<file path="config.mk">
export PLATFORM = sky130hd
export DESIGN_NAME = cpq_top
export DESIGN_NICKNAME = d
export VERILOG_FILES = /design/src/cpq_pkg.sv /design/src/cpq_sync.sv /design/src/cpq_top.sv
export VERILOG_INCLUDE_DIRS = /design/src
export SDC_FILE = /design/constraint.sdc
export NUM_CORES = 1
export LEC_CHECK = 0
export ABC_CLOCK_PERIOD_IN_PS = 3200
export BUFFER_PORTS_ARGS = -buffer_cell sky130_fd_sc_hd__buf_2
export CAP_MARGIN = 10
export CELL_PAD_IN_SITES_DETAIL_PLACEMENT = 1
export CELL_PAD_IN_SITES_GLOBAL_PLACEMENT = 2
export CORE_MARGIN = 4
export CORE_UTILIZATION = 35
export DETAILED_ROUTE_END_ITERATION = 7
export GPL_TIMING_DRIVEN = 0
export PLACE_DENSITY_LB_ADDON = 0.3
export SLEW_MARGIN = 10
export SYNTH_ARGS = -nofsm -noshare
export SYNTH_HDL_FRONTEND = slang
export SYNTH_HIERARCHICAL = 1
export SYNTH_SLANG_ARGS = --single-unit
</file>
<file path="constraint.sdc">
create_clock -name i_mclk -period 3.2 [get_ports i_mclk]
set_input_delay 0.8 -clock i_mclk [delete_from_list [all_inputs] [get_ports i_mclk]]
set_output_delay 0.8 -clock i_mclk [all_outputs]
set_load 0.01 [all_outputs]
</file>
<file path="src/cpq_consts.svh">
// Purpose: Constants for the charger power-up input qualifier
// Assumes: 50 MHz clock
// Notes:   Register offsets are byte addresses on AHB-Lite
`ifndef CPQ_CONSTS_SVH
`define CPQ_CONSTS_SVH
// ----------------------------------------------------------------------
// Register offsets
// ----------------------------------------------------------------------
`define CPQ_OFF_INCTL   12'h000
`define CPQ_OFF_SYSCTL  12'h004
`define CPQ_OFF_WDCTL   12'h008
`define CPQ_OFF_MISC    12'h00C
`define CPQ_OFF_STATUS  12'h010
`define CPQ_OFF_ANALOG  12'h014
// ----------------------------------------------------------------------
// Field positions
// ----------------------------------------------------------------------
`define CPQ_B_HIZ       7
`define CPQ_B_REGRST    7
`define CPQ_B_FORCEDET  7
`define CPQ_B_BSWOFF    5
`define CPQ_B_PG        2
`define CPQ_B_WD_LO     4
`define CPQ_B_ST_LO     6
// ----------------------------------------------------------------------
// Field values
// ----------------------------------------------------------------------
`define CPQ_LIM_100     3'h0
`define CPQ_LIM_500     3'h2
`define CPQ_LIM_3A      3'h7
`define CPQ_ST_NONE     2'h0
`define CPQ_ST_USB      2'h1
`define CPQ_ST_ADAPT    2'h2
`define CPQ_WD_OFF      2'h0
`define CPQ_WD_DFLT     2'h1
`define CPQ_INCTL_RST   8'h00
// ----------------------------------------------------------------------
// Times and cycle counts at 50 MHz
// ----------------------------------------------------------------------
`define CPQ_CLK_HZ      50000000
`define CPQ_QUAL_MS     100
`define CPQ_RETRY_MS    2000
`define CPQ_WAKE_MS     2
`define CPQ_WDT_S       40
`define CPQ_WAKE_CYC    (`CPQ_WAKE_MS * (`CPQ_CLK_HZ / 1000))
`define CPQ_QUAL_CYC    (`CPQ_QUAL_MS * (`CPQ_CLK_HZ / 1000))
`define CPQ_RETRY_CYC   (`CPQ_RETRY_MS * (`CPQ_CLK_HZ / 1000))
`define CPQ_WDT_CYC     (`CPQ_WDT_S * `CPQ_CLK_HZ)
`endif

</file>
<file path="src/cpq_pkg.sv">
// Purpose: Types for the charger power-up input qualifier
// Assumes: Nothing beyond the constants header
// Notes:   States of the input sequencer
package cpq_pkg;
    typedef enum logic [2:0] {
        CPQ_IDLE,
        CPQ_QUAL_WAIT,
        CPQ_SRC_CHECK,
        CPQ_RETRY_WAIT,
        CPQ_DETECT,
        CPQ_RUN,
        CPQ_HIZ
    } cpq_state_e;
endpackage

</file>
<file path="src/cpq_sync.sv">
// Purpose: Two-stage synchroniser for a group of pin levels
// Assumes: Pins are asynchronous levels
// Notes:   First stage is read only by the second
module cpq_sync #(
    parameter int W = 1
) (
    // Clock and reset
    input  wire logic         i_mclk,
    input  wire logic         i_rst_n,
    // Pins in, levels out
    input  wire logic [W-1:0] i_async,
    output logic      [W-1:0] o_sync
);
    logic [W-1:0] meta_r;

    // Two flops per bit
    always_ff @(posedge i_mclk or negedge i_rst_n) begin
        if (!i_rst_n) begin
            meta_r <= '0;
            o_sync <= '0;
        end else begin
            meta_r <= i_async;
            o_sync <= meta_r;
        end
    end
endmodule

</file>
<file path="src/cpq_top.sv">
// Purpose: Power-up sequencing and input qualification for a charger
// Assumes: 50 MHz clock, AHB-Lite single word transfers
// Notes:   Analog comparators arrive as asynchronous levels
//
// Local design decisions: the placing of the registers and the AHB-Lite slave port.
`include "cpq_consts.svh"

module cpq_top
    import cpq_pkg::*;
#(
    parameter int QUAL_CYC  = `CPQ_QUAL_CYC,
    parameter int RETRY_CYC = `CPQ_RETRY_CYC,
    parameter int WAKE_CYC  = `CPQ_WAKE_CYC,
    parameter int WDT_CYC   = `CPQ_WDT_CYC
) (
    // Clock and reset
    input  wire logic        i_mclk,
    input  wire logic        i_rst_n,
    // AHB-Lite slave
    input  wire logic        i_hsel,
    input  wire logic [11:0] i_haddr,
    input  wire logic [1:0]  i_htrans,
    input  wire logic        i_hwrite,
    input  wire logic [2:0]  i_hsize,
    input  wire logic [31:0] i_hwdata,
    input  wire logic        i_hready,
    output logic      [31:0] o_hrdata,
    output logic             o_hreadyout,
    output logic             o_hresp,
    // Analog comparators and pins
    input  wire logic        i_vbus_uvlo_ok,
    input  wire logic        i_bat_uvlo_ok,
    input  wire logic        i_bat_above_depl,
    input  wire logic        i_vbus_above_sleep,
    input  wire logic        i_boost_mode,
    input  wire logic        i_vbus_ovp,
    input  wire logic        i_vbus_above_poor,
    input  wire logic        i_bat_good,
    input  wire logic        i_port_select,
    input  wire logic        i_otg,
    input  wire logic        i_wake_pin,
    // Control and status outputs
    output logic             o_battery_switch_on,
    output logic             o_bias_regulator_en,
    output logic             o_test_load_en,
    output logic             o_converter_en,
    output logic             o_power_good_pin_n,
    output logic             o_host_int,
    output logic      [2:0]  o_input_limit
);
    initial begin
        if (QUAL_CYC < 1 || RETRY_CYC < 1 || WAKE_CYC < 1 || WDT_CYC < 1)
            $error("cpq_top: cycle counts must be at least one");
    end

    // ------------------------------------------------------------------
    // Pin synchronisers
    // ------------------------------------------------------------------
    logic [10:0] pins_s;
    cpq_sync #(.W(11)) u_sync (
        .i_mclk  (i_mclk),
        .i_rst_n (i_rst_n),
        .i_async ({i_vbus_uvlo_ok, i_bat_uvlo_ok, i_bat_above_depl,
                   i_vbus_above_sleep, i_boost_mode, i_vbus_ovp,
                   i_vbus_above_poor, i_bat_good, i_port_select, i_otg,
                   i_wake_pin}),
        .o_sync  (pins_s)
    );
    wire vbus_ok   = pins_s[10];
    wire bat_ok    = pins_s[9];
    wire bat_depl  = pins_s[8];
    wire above_slp = pins_s[7];
    wire boost     = pins_s[6];
    wire ovp       = pins_s[5];
    wire above_pr  = pins_s[4];
    wire bat_gd    = pins_s[3];
    wire psel      = pins_s[2];
    wire otg_s     = pins_s[1];
    wire wake_s    = pins_s[0];

    // ------------------------------------------------------------------
    // Registers and state
    // ------------------------------------------------------------------
    logic        hiz_r;
    logic [2:0]  lim_r;
    logic        bswoff_r;
    logic        forcedet_r;
    logic [1:0]  wd_r;
    logic        pg_r;
    logic [1:0]  stat_r;
    logic        host_mode_r;
    logic        int_r;
    logic        por_done_r;
    logic        vbus_prev_r;
    logic [31:0] wake_cnt_r;
    logic [31:0] wdt_cnt_r;
    logic [31:0] tmr_r;
    cpq_state_e  st_r;
    cpq_state_e  st_nxt;
    logic        ph_act_r;
    logic        ph_wr_r;
    logic [11:0] ph_addr_r;

    // Bus decode
    wire        ap_take = i_hsel && i_hready && i_htrans[1];
    wire        wr      = ph_act_r && ph_wr_r;
    wire        wr_inctl  = wr && (ph_addr_r == `CPQ_OFF_INCTL);
    wire        wr_sysctl = wr && (ph_addr_r == `CPQ_OFF_SYSCTL);
    wire        wr_wdctl  = wr && (ph_addr_r == `CPQ_OFF_WDCTL);
    wire        wr_misc   = wr && (ph_addr_r == `CPQ_OFF_MISC);
    wire        reg_rst   = wr_sysctl && i_hwdata[`CPQ_B_REGRST];
    wire        wdt_exp   = (wd_r != `CPQ_WD_OFF) && (wdt_cnt_r == 32'h0);
    wire        soft_rst  = reg_rst || wdt_exp;

    // Power-up and wake events
    wire power_up  = vbus_ok || bat_ok;
    wire vbus_rise = vbus_ok && !vbus_prev_r;
    wire vbus_fall = !vbus_ok && vbus_prev_r;
    wire wake_held = (wake_cnt_r >= 32'(WAKE_CYC));
    wire wake_evt  = wake_s && (wake_cnt_r == 32'(WAKE_CYC - 1));

    // Detection table
    function automatic logic [4:0] cpq_detect(input logic ps,
                                              input logic og);
        if (!ps)
            cpq_detect = {`CPQ_ST_ADAPT, `CPQ_LIM_3A};
        else if (og)
            cpq_detect = {`CPQ_ST_USB, `CPQ_LIM_500};
        else
            cpq_detect = {`CPQ_ST_USB, `CPQ_LIM_100};
    endfunction
    wire [4:0] det_res = cpq_detect(psel, otg_s);
    wire       low_host = psel && !otg_s;

    // Regulator enable conditions
    wire slp_ok   = boost ? !above_slp : above_slp;
    wire reg_cond = vbus_ok && slp_ok;
    wire tmr_done = (tmr_r == 32'h0);

    // ------------------------------------------------------------------
    // Sequencer next state
    // ------------------------------------------------------------------
    always_comb begin
        st_nxt = st_r;
        case (st_r)
            CPQ_IDLE:
                if (reg_cond) st_nxt = CPQ_QUAL_WAIT;
            CPQ_QUAL_WAIT:
                if (tmr_done) st_nxt = CPQ_SRC_CHECK;
            CPQ_SRC_CHECK:
                if (!ovp && above_pr) st_nxt = CPQ_DETECT;
                else st_nxt = CPQ_RETRY_WAIT;
            CPQ_RETRY_WAIT:
                if (tmr_done) st_nxt = CPQ_SRC_CHECK;
            CPQ_DETECT:
                if (low_host && bat_gd) st_nxt = CPQ_HIZ;
                else st_nxt = CPQ_RUN;
            CPQ_RUN:
                if (forcedet_r || wdt_exp) st_nxt = CPQ_DETECT;
            CPQ_HIZ:
                if (!hiz_r) st_nxt = CPQ_DETECT;
            default:
                st_nxt = CPQ_IDLE;
        endcase
        if (!reg_cond) st_nxt = CPQ_IDLE;
    end

    // Sequencer and timer
    always_ff @(posedge i_mclk or negedge i_rst_n) begin
        if (!i_rst_n) begin
            st_r  <= CPQ_IDLE;
            tmr_r <= 32'h0;
        end else begin
            st_r <= st_nxt;
            if (st_nxt == CPQ_QUAL_WAIT && st_r != CPQ_QUAL_WAIT)
                tmr_r <= 32'(QUAL_CYC - 1);
            else if (st_nxt == CPQ_RETRY_WAIT && st_r != CPQ_RETRY_WAIT)
                tmr_r <= 32'(RETRY_CYC - 1);
            else if (!tmr_done)
                tmr_r <= tmr_r - 32'h1;
        end
    end

    // Bus address phase capture
    always_ff @(posedge i_mclk or negedge i_rst_n) begin
        if (!i_rst_n) begin
            ph_act_r  <= 1'b0;
            ph_wr_r   <= 1'b0;
            ph_addr_r <= 12'h000;
        end else if (i_hready) begin
            ph_act_r  <= ap_take;
            ph_wr_r   <= i_hwrite;
            ph_addr_r <= i_haddr;
        end
    end

    // Pin edges and wake high-time counter
    always_ff @(posedge i_mclk or negedge i_rst_n) begin
        if (!i_rst_n) begin
            vbus_prev_r <= 1'b0;
            wake_cnt_r  <= 32'h0;
            por_done_r  <= 1'b0;
        end else begin
            vbus_prev_r <= vbus_ok;
            por_done_r  <= power_up;
            if (!wake_s)
                wake_cnt_r <= 32'h0;
            else if (!wake_held)
                wake_cnt_r <= wake_cnt_r + 32'h1;
        end
    end

    // Host mode and watchdog
    always_ff @(posedge i_mclk or negedge i_rst_n) begin
        if (!i_rst_n) begin
            host_mode_r <= 1'b0;
            wdt_cnt_r   <= 32'(WDT_CYC - 1);
        end else begin
            if (soft_rst)
                host_mode_r <= 1'b0;
            else if (ph_act_r)
                host_mode_r <= 1'b1;
            if (ph_act_r || wdt_exp)
                wdt_cnt_r <= 32'(WDT_CYC - 1);
            else if (wd_r != `CPQ_WD_OFF)
                wdt_cnt_r <= wdt_cnt_r - 32'h1;
        end
    end

    // Control registers
    always_ff @(posedge i_mclk or negedge i_rst_n) begin
        if (!i_rst_n) begin
            hiz_r      <= 1'b0;
            lim_r      <= `CPQ_LIM_100;
            bswoff_r   <= 1'b0;
            forcedet_r <= 1'b0;
            wd_r       <= `CPQ_WD_DFLT;
        end else if (reg_rst || (power_up && !por_done_r)) begin
            hiz_r      <= 1'b0;
            lim_r      <= `CPQ_LIM_100;
            bswoff_r   <= 1'b0;
            forcedet_r <= 1'b0;
            wd_r       <= `CPQ_WD_DFLT;
        end else begin
            if (wr_inctl) begin
                hiz_r <= i_hwdata[`CPQ_B_HIZ];
                lim_r <= i_hwdata[2:0];
            end
            if (st_nxt == CPQ_HIZ && st_r == CPQ_DETECT)
                hiz_r <= 1'b1;
            else if (!host_mode_r && vbus_fall)
                hiz_r <= 1'b0;
            if (st_r == CPQ_DETECT || forcedet_r || wdt_exp)
                lim_r <= (st_r == CPQ_DETECT) ? det_res[2:0]
                                              : `CPQ_LIM_100;
            if (wr_misc)
                bswoff_r <= i_hwdata[`CPQ_B_BSWOFF];
            if (vbus_rise || wdt_exp || wake_evt)
                bswoff_r <= 1'b0;
            if (wr_misc && i_hwdata[`CPQ_B_FORCEDET] && vbus_ok)
                forcedet_r <= 1'b1;
            else if (st_r == CPQ_DETECT)
                forcedet_r <= 1'b0;
            if (wr_wdctl)
                wd_r <= i_hwdata[`CPQ_B_WD_LO +: 2];
            else if (wdt_exp)
                wd_r <= `CPQ_WD_DFLT;
        end
    end

    // Status, power-good and interrupt
    always_ff @(posedge i_mclk or negedge i_rst_n) begin
        if (!i_rst_n) begin
            pg_r   <= 1'b0;
            stat_r <= `CPQ_ST_NONE;
            int_r  <= 1'b0;
        end else begin
            int_r <= 1'b0;
            if (st_r == CPQ_SRC_CHECK && st_nxt == CPQ_DETECT) begin
                pg_r  <= 1'b1;
                int_r <= 1'b1;
            end else if (st_nxt == CPQ_IDLE)
                pg_r <= 1'b0;
            if (st_r == CPQ_DETECT)
                stat_r <= det_res[4:3];
            else if (!vbus_ok)
                stat_r <= `CPQ_ST_NONE;
        end
    end

    // Read mux, registered data
    wire [31:0] rd_inctl  = {24'h0, hiz_r, 4'h0, lim_r};
    wire [31:0] rd_misc   = {24'h0, forcedet_r, 1'b0, bswoff_r, 5'h0};
    wire [31:0] rd_wdctl  = {26'h0, wd_r, 4'h0};
    wire [31:0] rd_status = {24'h0, stat_r, 3'h0, pg_r, 2'h0};
    wire [31:0] rd_analog = {20'h0, host_mode_r, st_r, 8'h0};
    wire [31:0] rd_mux =
        (i_haddr == `CPQ_OFF_INCTL)  ? rd_inctl  :
        (i_haddr == `CPQ_OFF_MISC)   ? rd_misc   :
        (i_haddr == `CPQ_OFF_WDCTL)  ? rd_wdctl  :
        (i_haddr == `CPQ_OFF_STATUS) ? rd_status :
        (i_haddr == `CPQ_OFF_ANALOG) ? rd_analog : 32'h0;

    always_ff @(posedge i_mclk or negedge i_rst_n) begin
        if (!i_rst_n)
            o_hrdata <= 32'h0;
        else if (ap_take && !i_hwrite)
            o_hrdata <= rd_mux;
    end

    // ------------------------------------------------------------------
    // Outputs
    // ------------------------------------------------------------------
    assign o_hreadyout = 1'b1;
    assign o_hresp     = 1'b0;
    assign o_battery_switch_on = bat_depl && !bswoff_r;
    assign o_bias_regulator_en = (st_r != CPQ_IDLE) &&
                                 (st_r != CPQ_QUAL_WAIT) &&
                                 (st_r != CPQ_HIZ);
    assign o_test_load_en      = (st_r == CPQ_SRC_CHECK);
    assign o_converter_en      = (st_r == CPQ_RUN);
    assign o_power_good_pin_n  = !pg_r;
    assign o_host_int          = int_r;
    assign o_input_limit       = lim_r;
endmodule

</file>
Word-level counts from Yosys, hierarchy flattened
Index checks and enable logic that the tools add are counted.
Word-level totals
  bits of input ports: 65
  bits in registers: 182
  latch bits: 0
  ROM bits: 0
  memories: 0
  RAM bits: 0
  output and inout port bits: 43
Cells by class
  shifts and indexed selects: 0
  $mul: 0
  $add $sub $neg: 3
  reduce and logical (&&, ||, !) cells: 64
  bitwise logic cells: 0
  div/mod/pow operators: 0
  equality and inequality tests: 24
  multiplexer cells: 46
  magnitude comparators: 1
Operators with widths (number)
  32-bit two-way mux: 7
  32-bit zero test: 2
  32-bit by 1-bit subtractor with 32-bit output (second input constant): 2
  12-bit two-way mux: 5
  12-bit by 4-bit == test with 1-bit output (second input constant): 4
  32-bit by 1-bit adder with 32-bit output (second input constant): 1
  32-bit by 17-bit == test with 1-bit output (second input constant): 1
  32-bit by 17-bit >= comparator with 1-bit output (second input constant): 1
  1-bit logical AND: 28
  3-bit two-way mux: 9
  12-bit by 5-bit == test with 1-bit output (second input constant): 2
  12-bit zero test: 2
  3-bit one-hot mux with 6 select lines: 1
  1-bit two-way mux: 16
  3-bit == test (second input constant): 5
  3-bit nonzero test: 5
  2-bit two-way mux: 7
  12-bit by 3-bit == test with 1-bit output (second input constant): 1
  1-bit zero test: 10
  3-bit by 2-bit == test with 1-bit output (second input constant): 3
  1-bit logical OR: 9
  2-bit nonzero test: 4
  3-bit by 1-bit == test with 1-bit output (second input constant): 2
  3-bit zero test: 2
  7 further kinds: 9

Depth between registers and ports, before layout
  depth in word-level cells: 10
  mapped depth: 10

Cells and area by module
Netlist, hierarchy kept.
Modules (own cells, without submodules)
  cpq_top: instances 1, area an instance 7036.7 sq um, cells each 709
  cpq_sync: instances 1, area an instance 550.5 sq um, cells each 22

Least setup slack after synthesis
No wires, ideal clock.
  path type: reg2reg
  start point: register wdt_cnt_r[26]
  end point: register tmr_r[1]
  slack: 0.543 ns
  data arrival time: 2.526 ns
  cell stages (with the launch flop): 7
  data required time: 3.069 ns
  clock period less this slack: 2.657 ns
  setup time: 0.131 ns
  cells stage by stage: dfstp_2 > or4_4 > or4_4 > nor4_4 > o22ai_2 > o211a_4 > or3_1
On the way
  cells in the longest elaborated chain, start to end: 10
  elaborated cells on any way between the ends: 13
Ends and longest elaborated chain
  from (decl): RTL line cpq_top.sv:96  | logic [31:0] wdt_cnt_r;
  from (signal assigned): RTL line cpq_top.sv:217  | wdt_cnt_r <= 32'(WDT_CYC - 1);
  from (signal assigned): RTL line cpq_top.sv:224  | wdt_cnt_r <= 32'(WDT_CYC - 1);
  from (signal assigned): RTL line cpq_top.sv:226  | wdt_cnt_r <= wdt_cnt_r - 32'h1;
  32-bit zero test (*): RTL line cpq_top.sv:112  | wire wdt_exp = (wd_r != `CPQ_WD_OFF) && (wdt_cnt_r == 32'h0);
  1-bit logical AND (*): RTL line cpq_top.sv:112
  1-bit logical OR (*): RTL line cpq_top.sv:159  | if (forcedet_r || wdt_exp) st_nxt = CPQ_DETECT;
  3-bit two-way mux (*): RTL line cpq_top.sv:159
  3-bit one-hot mux with 6 select lines (*): RTL line cpq_top.sv:145  | case (st_r)
  3-bit two-way mux (*): RTL line cpq_top.sv:165  | if (!reg_cond) st_nxt = CPQ_IDLE;
  3-bit by 2-bit == test with 1-bit output: RTL line cpq_top.sv:177  | else if (st_nxt == CPQ_RETRY_WAIT && st_r != CPQ_RETRY_WAIT)
  1-bit logical AND: RTL line cpq_top.sv:177
  32-bit two-way mux: RTL line cpq_top.sv:177
  32-bit two-way mux: RTL line cpq_top.sv:175  | if (st_nxt == CPQ_QUAL_WAIT && st_r != CPQ_QUAL_WAIT)
  to (signal assigned): RTL line cpq_top.sv:176  | tmr_r <= 32'(QUAL_CYC - 1);
  to (signal assigned): RTL line cpq_top.sv:178  | tmr_r <= 32'(RETRY_CYC - 1);
  to (signal assigned): RTL line cpq_top.sv:180  | tmr_r <= tmr_r - 32'h1;
  to (decl): RTL line cpq_top.sv:97  | logic [31:0] tmr_r;
Mark *: on every way between the ends. The rest lies on a longest branch, timed or not.
A chain may end at the register's enable or synchronous reset.

Worst setup path in the final report
  start point: register wdt_cnt_r[10]
  end point: register tmr_r[26]
The elaborated chain is that of the path after synthesis.

==> results.toml <==
[outcome]
status = "finished clean"

[floorplan]
start_util_pct = 35.9
core_sq_um = 21200
die_h_um = 155
die-area_sq_um = 24100
top_level_ports = 108
core.rowCount = 53
die_x_um = 155

[power]
power.share.clock_pct = 43.8
ir_drop_mv = 0.295
p_int_mw = 3.39
p_comb_share_pct = 7.5
leakage_nw = 3.85
total_power_mw = 4.55
power_density_nw_per_um2 = 509
switchingPower_mw = 1.16
p_seq_share_pct = 48.8
swShare_pct = 25.5

[critical_path]
path_cells = "or4_1 -> or3_1 -> nor4_4 -> o22ai_2 -> o211ai_2 -> buf_4 -> o21ai_0"
critPathLaunch = "wdt_cnt_r[10]$_DFFE_PN0P_"
cp.buffers_inverters = 1
worstSetupPathType = "reg -> reg"
timing.rr.end = "tmr_r[26]$_DFFE_PN0P_"
reg2reg_depth = 7
critPathTopFamily = "simple AND/OR/NAND/NOR gates"
critPathMaxFanout = 10
ff2ff_setup_slack_ns = 0.28
worstPathRequired_ns = 3.46
endpoint_kind = "register"
max_stage_delay_ns = 0.58
cp-start-kind = "register"
r2r-start = "wdt_cnt_r[10]$_DFFE_PN0P_"
arrival_ns = 3.18
slowest_stage = "or4_1"

[drt]
drt_wl_total_um = 18700
dr.pass1.iters = 4
viasPerCell = 5.07
wl_per_cell_um = 16.8
postRouteAntennaNets = 0
num_vias = 5652
drt-initial-drc-count = 203
drcViolationCount = 0

[placed_design]
gp_congestion = 0.847
dp_hpwl_um = 13400
dp_slack_ns = -0.190
place_area_sq_um = 8310
portBuffers = 52
place_inst = 1080

[sta]
rsz0062_at_grt = "no"
fmax_mhz = 342
timing.final.crit_share_pct = 91.3
tightest_slew_ns = 0.933
relSlewSlack_pct = 37.2
hold_viol_final = 0
fin_skew_ns = 0.0121
layout_min_cycle_time_ns = 2.92
drv_slew = 0
fin_ws_ns = 0.279
setup_violations = 0

[clock_network]
postCtsHoldBufs = 0
cts-htree-levels = 4
clk_latency_ns = 0.42
path_clk_slew_ns = 0.07
numCtsBuffers = 17
cts_tree = "yes"
clockBufferDepth = 2
cts.sink_count = 161
cts-root-buf = "clkbuf_16"

[final_layout]
nets = 896
instances_no_fill = 1114
fin_area_sq_um = 8930
syn_to_final_growth_pct = 17.7
drive_above_1_share_pct = 19.7
final_core_util_pct = 42.2
antenna-diode-count = 0
n_fill_cell = 2378

[synth]
synthCells = 731
synth_seq_cells = 161
yosys_warnings = 6
synthDistinctLibCells = 59
async_flop_share_pct = 100
syn_avg_cell_area_sq_um = 10.4
synth_enable_flop_cells = 0
synthFlopType = "dfrtp_1"
netlist_area_sq_um = 7590
ys_seq_area_share_pct = 53.5

[grt]
track_usage_pct = 15.9
antenna_found_initial = 0
grt_pass1_vias = 6140
grt_pass1_wl_um = 31200
gr-total-overflow = 0
grt_max_degree = 92

[flow_run]
cap_violations = 0

[worst_hold_path]
hp-class = "in -> async"
## through the flow
| step | setup TNS [ns] | hold WS, ns |
|---|---|---|
| floorplan | 0 | 0.331 |
| detailed placement | -1.71 | 0.336 |
| global placement | -153.36 | 0.333 |
| finish | 0 | 0.318 |
| CTS | 0 | 0.349 |
| global route | 0 | 0.344 |
## logic make-up after synthesis
| group | after synthesis | share of synthesized area (%) |
|---|---|---|
| and+or+nand+nor | 329 | 23.1 |
| DFF | 161 | 53.5 |
| AOI/OAI and AO/OA | 78 | 6.74 |
| buffers and inverters | 65 | 4.53 |
| xor gates and xnor gates | 62 | 7.16 |
| muxes | 29 | 4.06 |
| adders and majority gates | 5 | 0.825 |
| other | 2 | 0.0990 |
## flip-flops by register name, indices dropped and copies added, names as in the netlist, 2 cells and up
name and count:
st_r 3, wd_r 2, u_sync/o_sync 11, wdt_cnt_r 32
o_input_limit 3, stat_r 2, ph_addr_r 12, wake_cnt_r 32
o_hrdata 11, tmr_r 32, u_sync/meta_r 11
## synthesized netlist by cell type (6+ instances only)
cell      count  share of area, %
nor4_1       29               2.4
nand4b_1      6              0.69
clkbuf_1     21               1.0
nand4_1       8              0.66
xnor2_1      36               4.2
o21ai_0      28               1.8
dfstp_2      23               8.0
xor2_1       26               3.0
nor3_1       49               3.2
dfrtp_1     138                46
nand3_1      29               1.9
mux2i_1      15               2.0
inv_1        15              0.74
nand2b_1     10              0.82
nor3b_1       6              0.59
and2_1       22               1.8
or3_1        11              0.91
nor2_1       53               2.6
nand2_1      70               3.5
buf_4        24               2.4
mux2_2       14               2.1
a21oi_1      15              0.99
## placed cells by master (no fill, tap or decap), types with 6 or more instances in the layout
cell       count
nand3_1       29
nand4b_1       6
dfrtp_1      138
nor4_1        27
nand2b_1      10
buf_2         53
dfstp_2       23
clkbuf_16     17
nor2_1        53
inv_1         15
xor2_1        26
xnor2_1       36
conb_1        23
a21oi_1       15
nand4_1        8
mux2i_1       15
o21ai_0       28
buf_4         26
nor3_1        49
nand2_1       70
mux2_2        14
clkbuf_1      23
and2_1        22
or3_1         11
## routing by layer
| layer | track usage (%) | vias up | share of wire [%] |
|---|---|---|---|
| met5 | 0 | - | 0 |
| met4 | 4.46 | 0 | 1.2 |
| met1 | 21.1 | 2845 | 47 |
| met2 | 26.8 | 82 | 49 |
| met3 | 2.81 | 18 | 3.2 |
| li1 | - | 2707 | - |
## cell type report
type,instances,area (sq um),area share [%]
sequential,161,4060,45.4
multi-input combinational,526,3300,36.9
clock buffer,20,447,5.00
tap,275,344,3.85
timing repair buffer,55,313,3.50
buffer,50,288,3.22
clock inverter,12,129,1.44
inverter,15,56.3,0.630
## worst register-to-register path, delay by kind of cell, from the launching register on
family | cells | cell delay [ns]
and+or+nand+nor | 3 | 1.40
AOI/OAI and AO/OA | 3 | 0.70
DFF | 1 | 0.40
buffers and inverters | 1 | 0.27
## how the worst max path moves through the flow
stage,end,slack [ns],depth (start not counted)
floorplan,tmr_r[1]$_DFFE_PN0P_,0.54,6
global placement,wdt_cnt_r[23]$_DFFE_PN0P_,-1.10,1
detailed placement,tmr_r[26]$_DFFE_PN0P_,-0.19,8
CTS,tmr_r[26]$_DFFE_PN0P_,0.03,7
global route,tmr_r[26]$_DFFE_PN0P_,0.02,8
finish,tmr_r[26]$_DFFE_PN0P_,0.28,7
## power groups by stage
stage / Combinational, mW / Clock (mW) / Sequential (mW)
after floorplan: 0.216 / 0 / 2.22
after global placement: 0.319 / 0 / 2.24
after detailed placement: 0.344 / 0 / 2.25
after CTS: 0.344 / 2.05 / 2.21
after global routing: 0.386 / 2.15 / 2.23
final: 0.339 / 1.99 / 2.22
## timing repair
action | CTS | global route
resized for setup | 2 | 2
setup buffers | 0 | 2
cloned | 0 | 0
setup endpoints to repair | 14 | 10
pin swaps | 0 | 2
hold endpoints to repair | 0 | 0
Note: power is estimated with default switching activity, not from simulation.
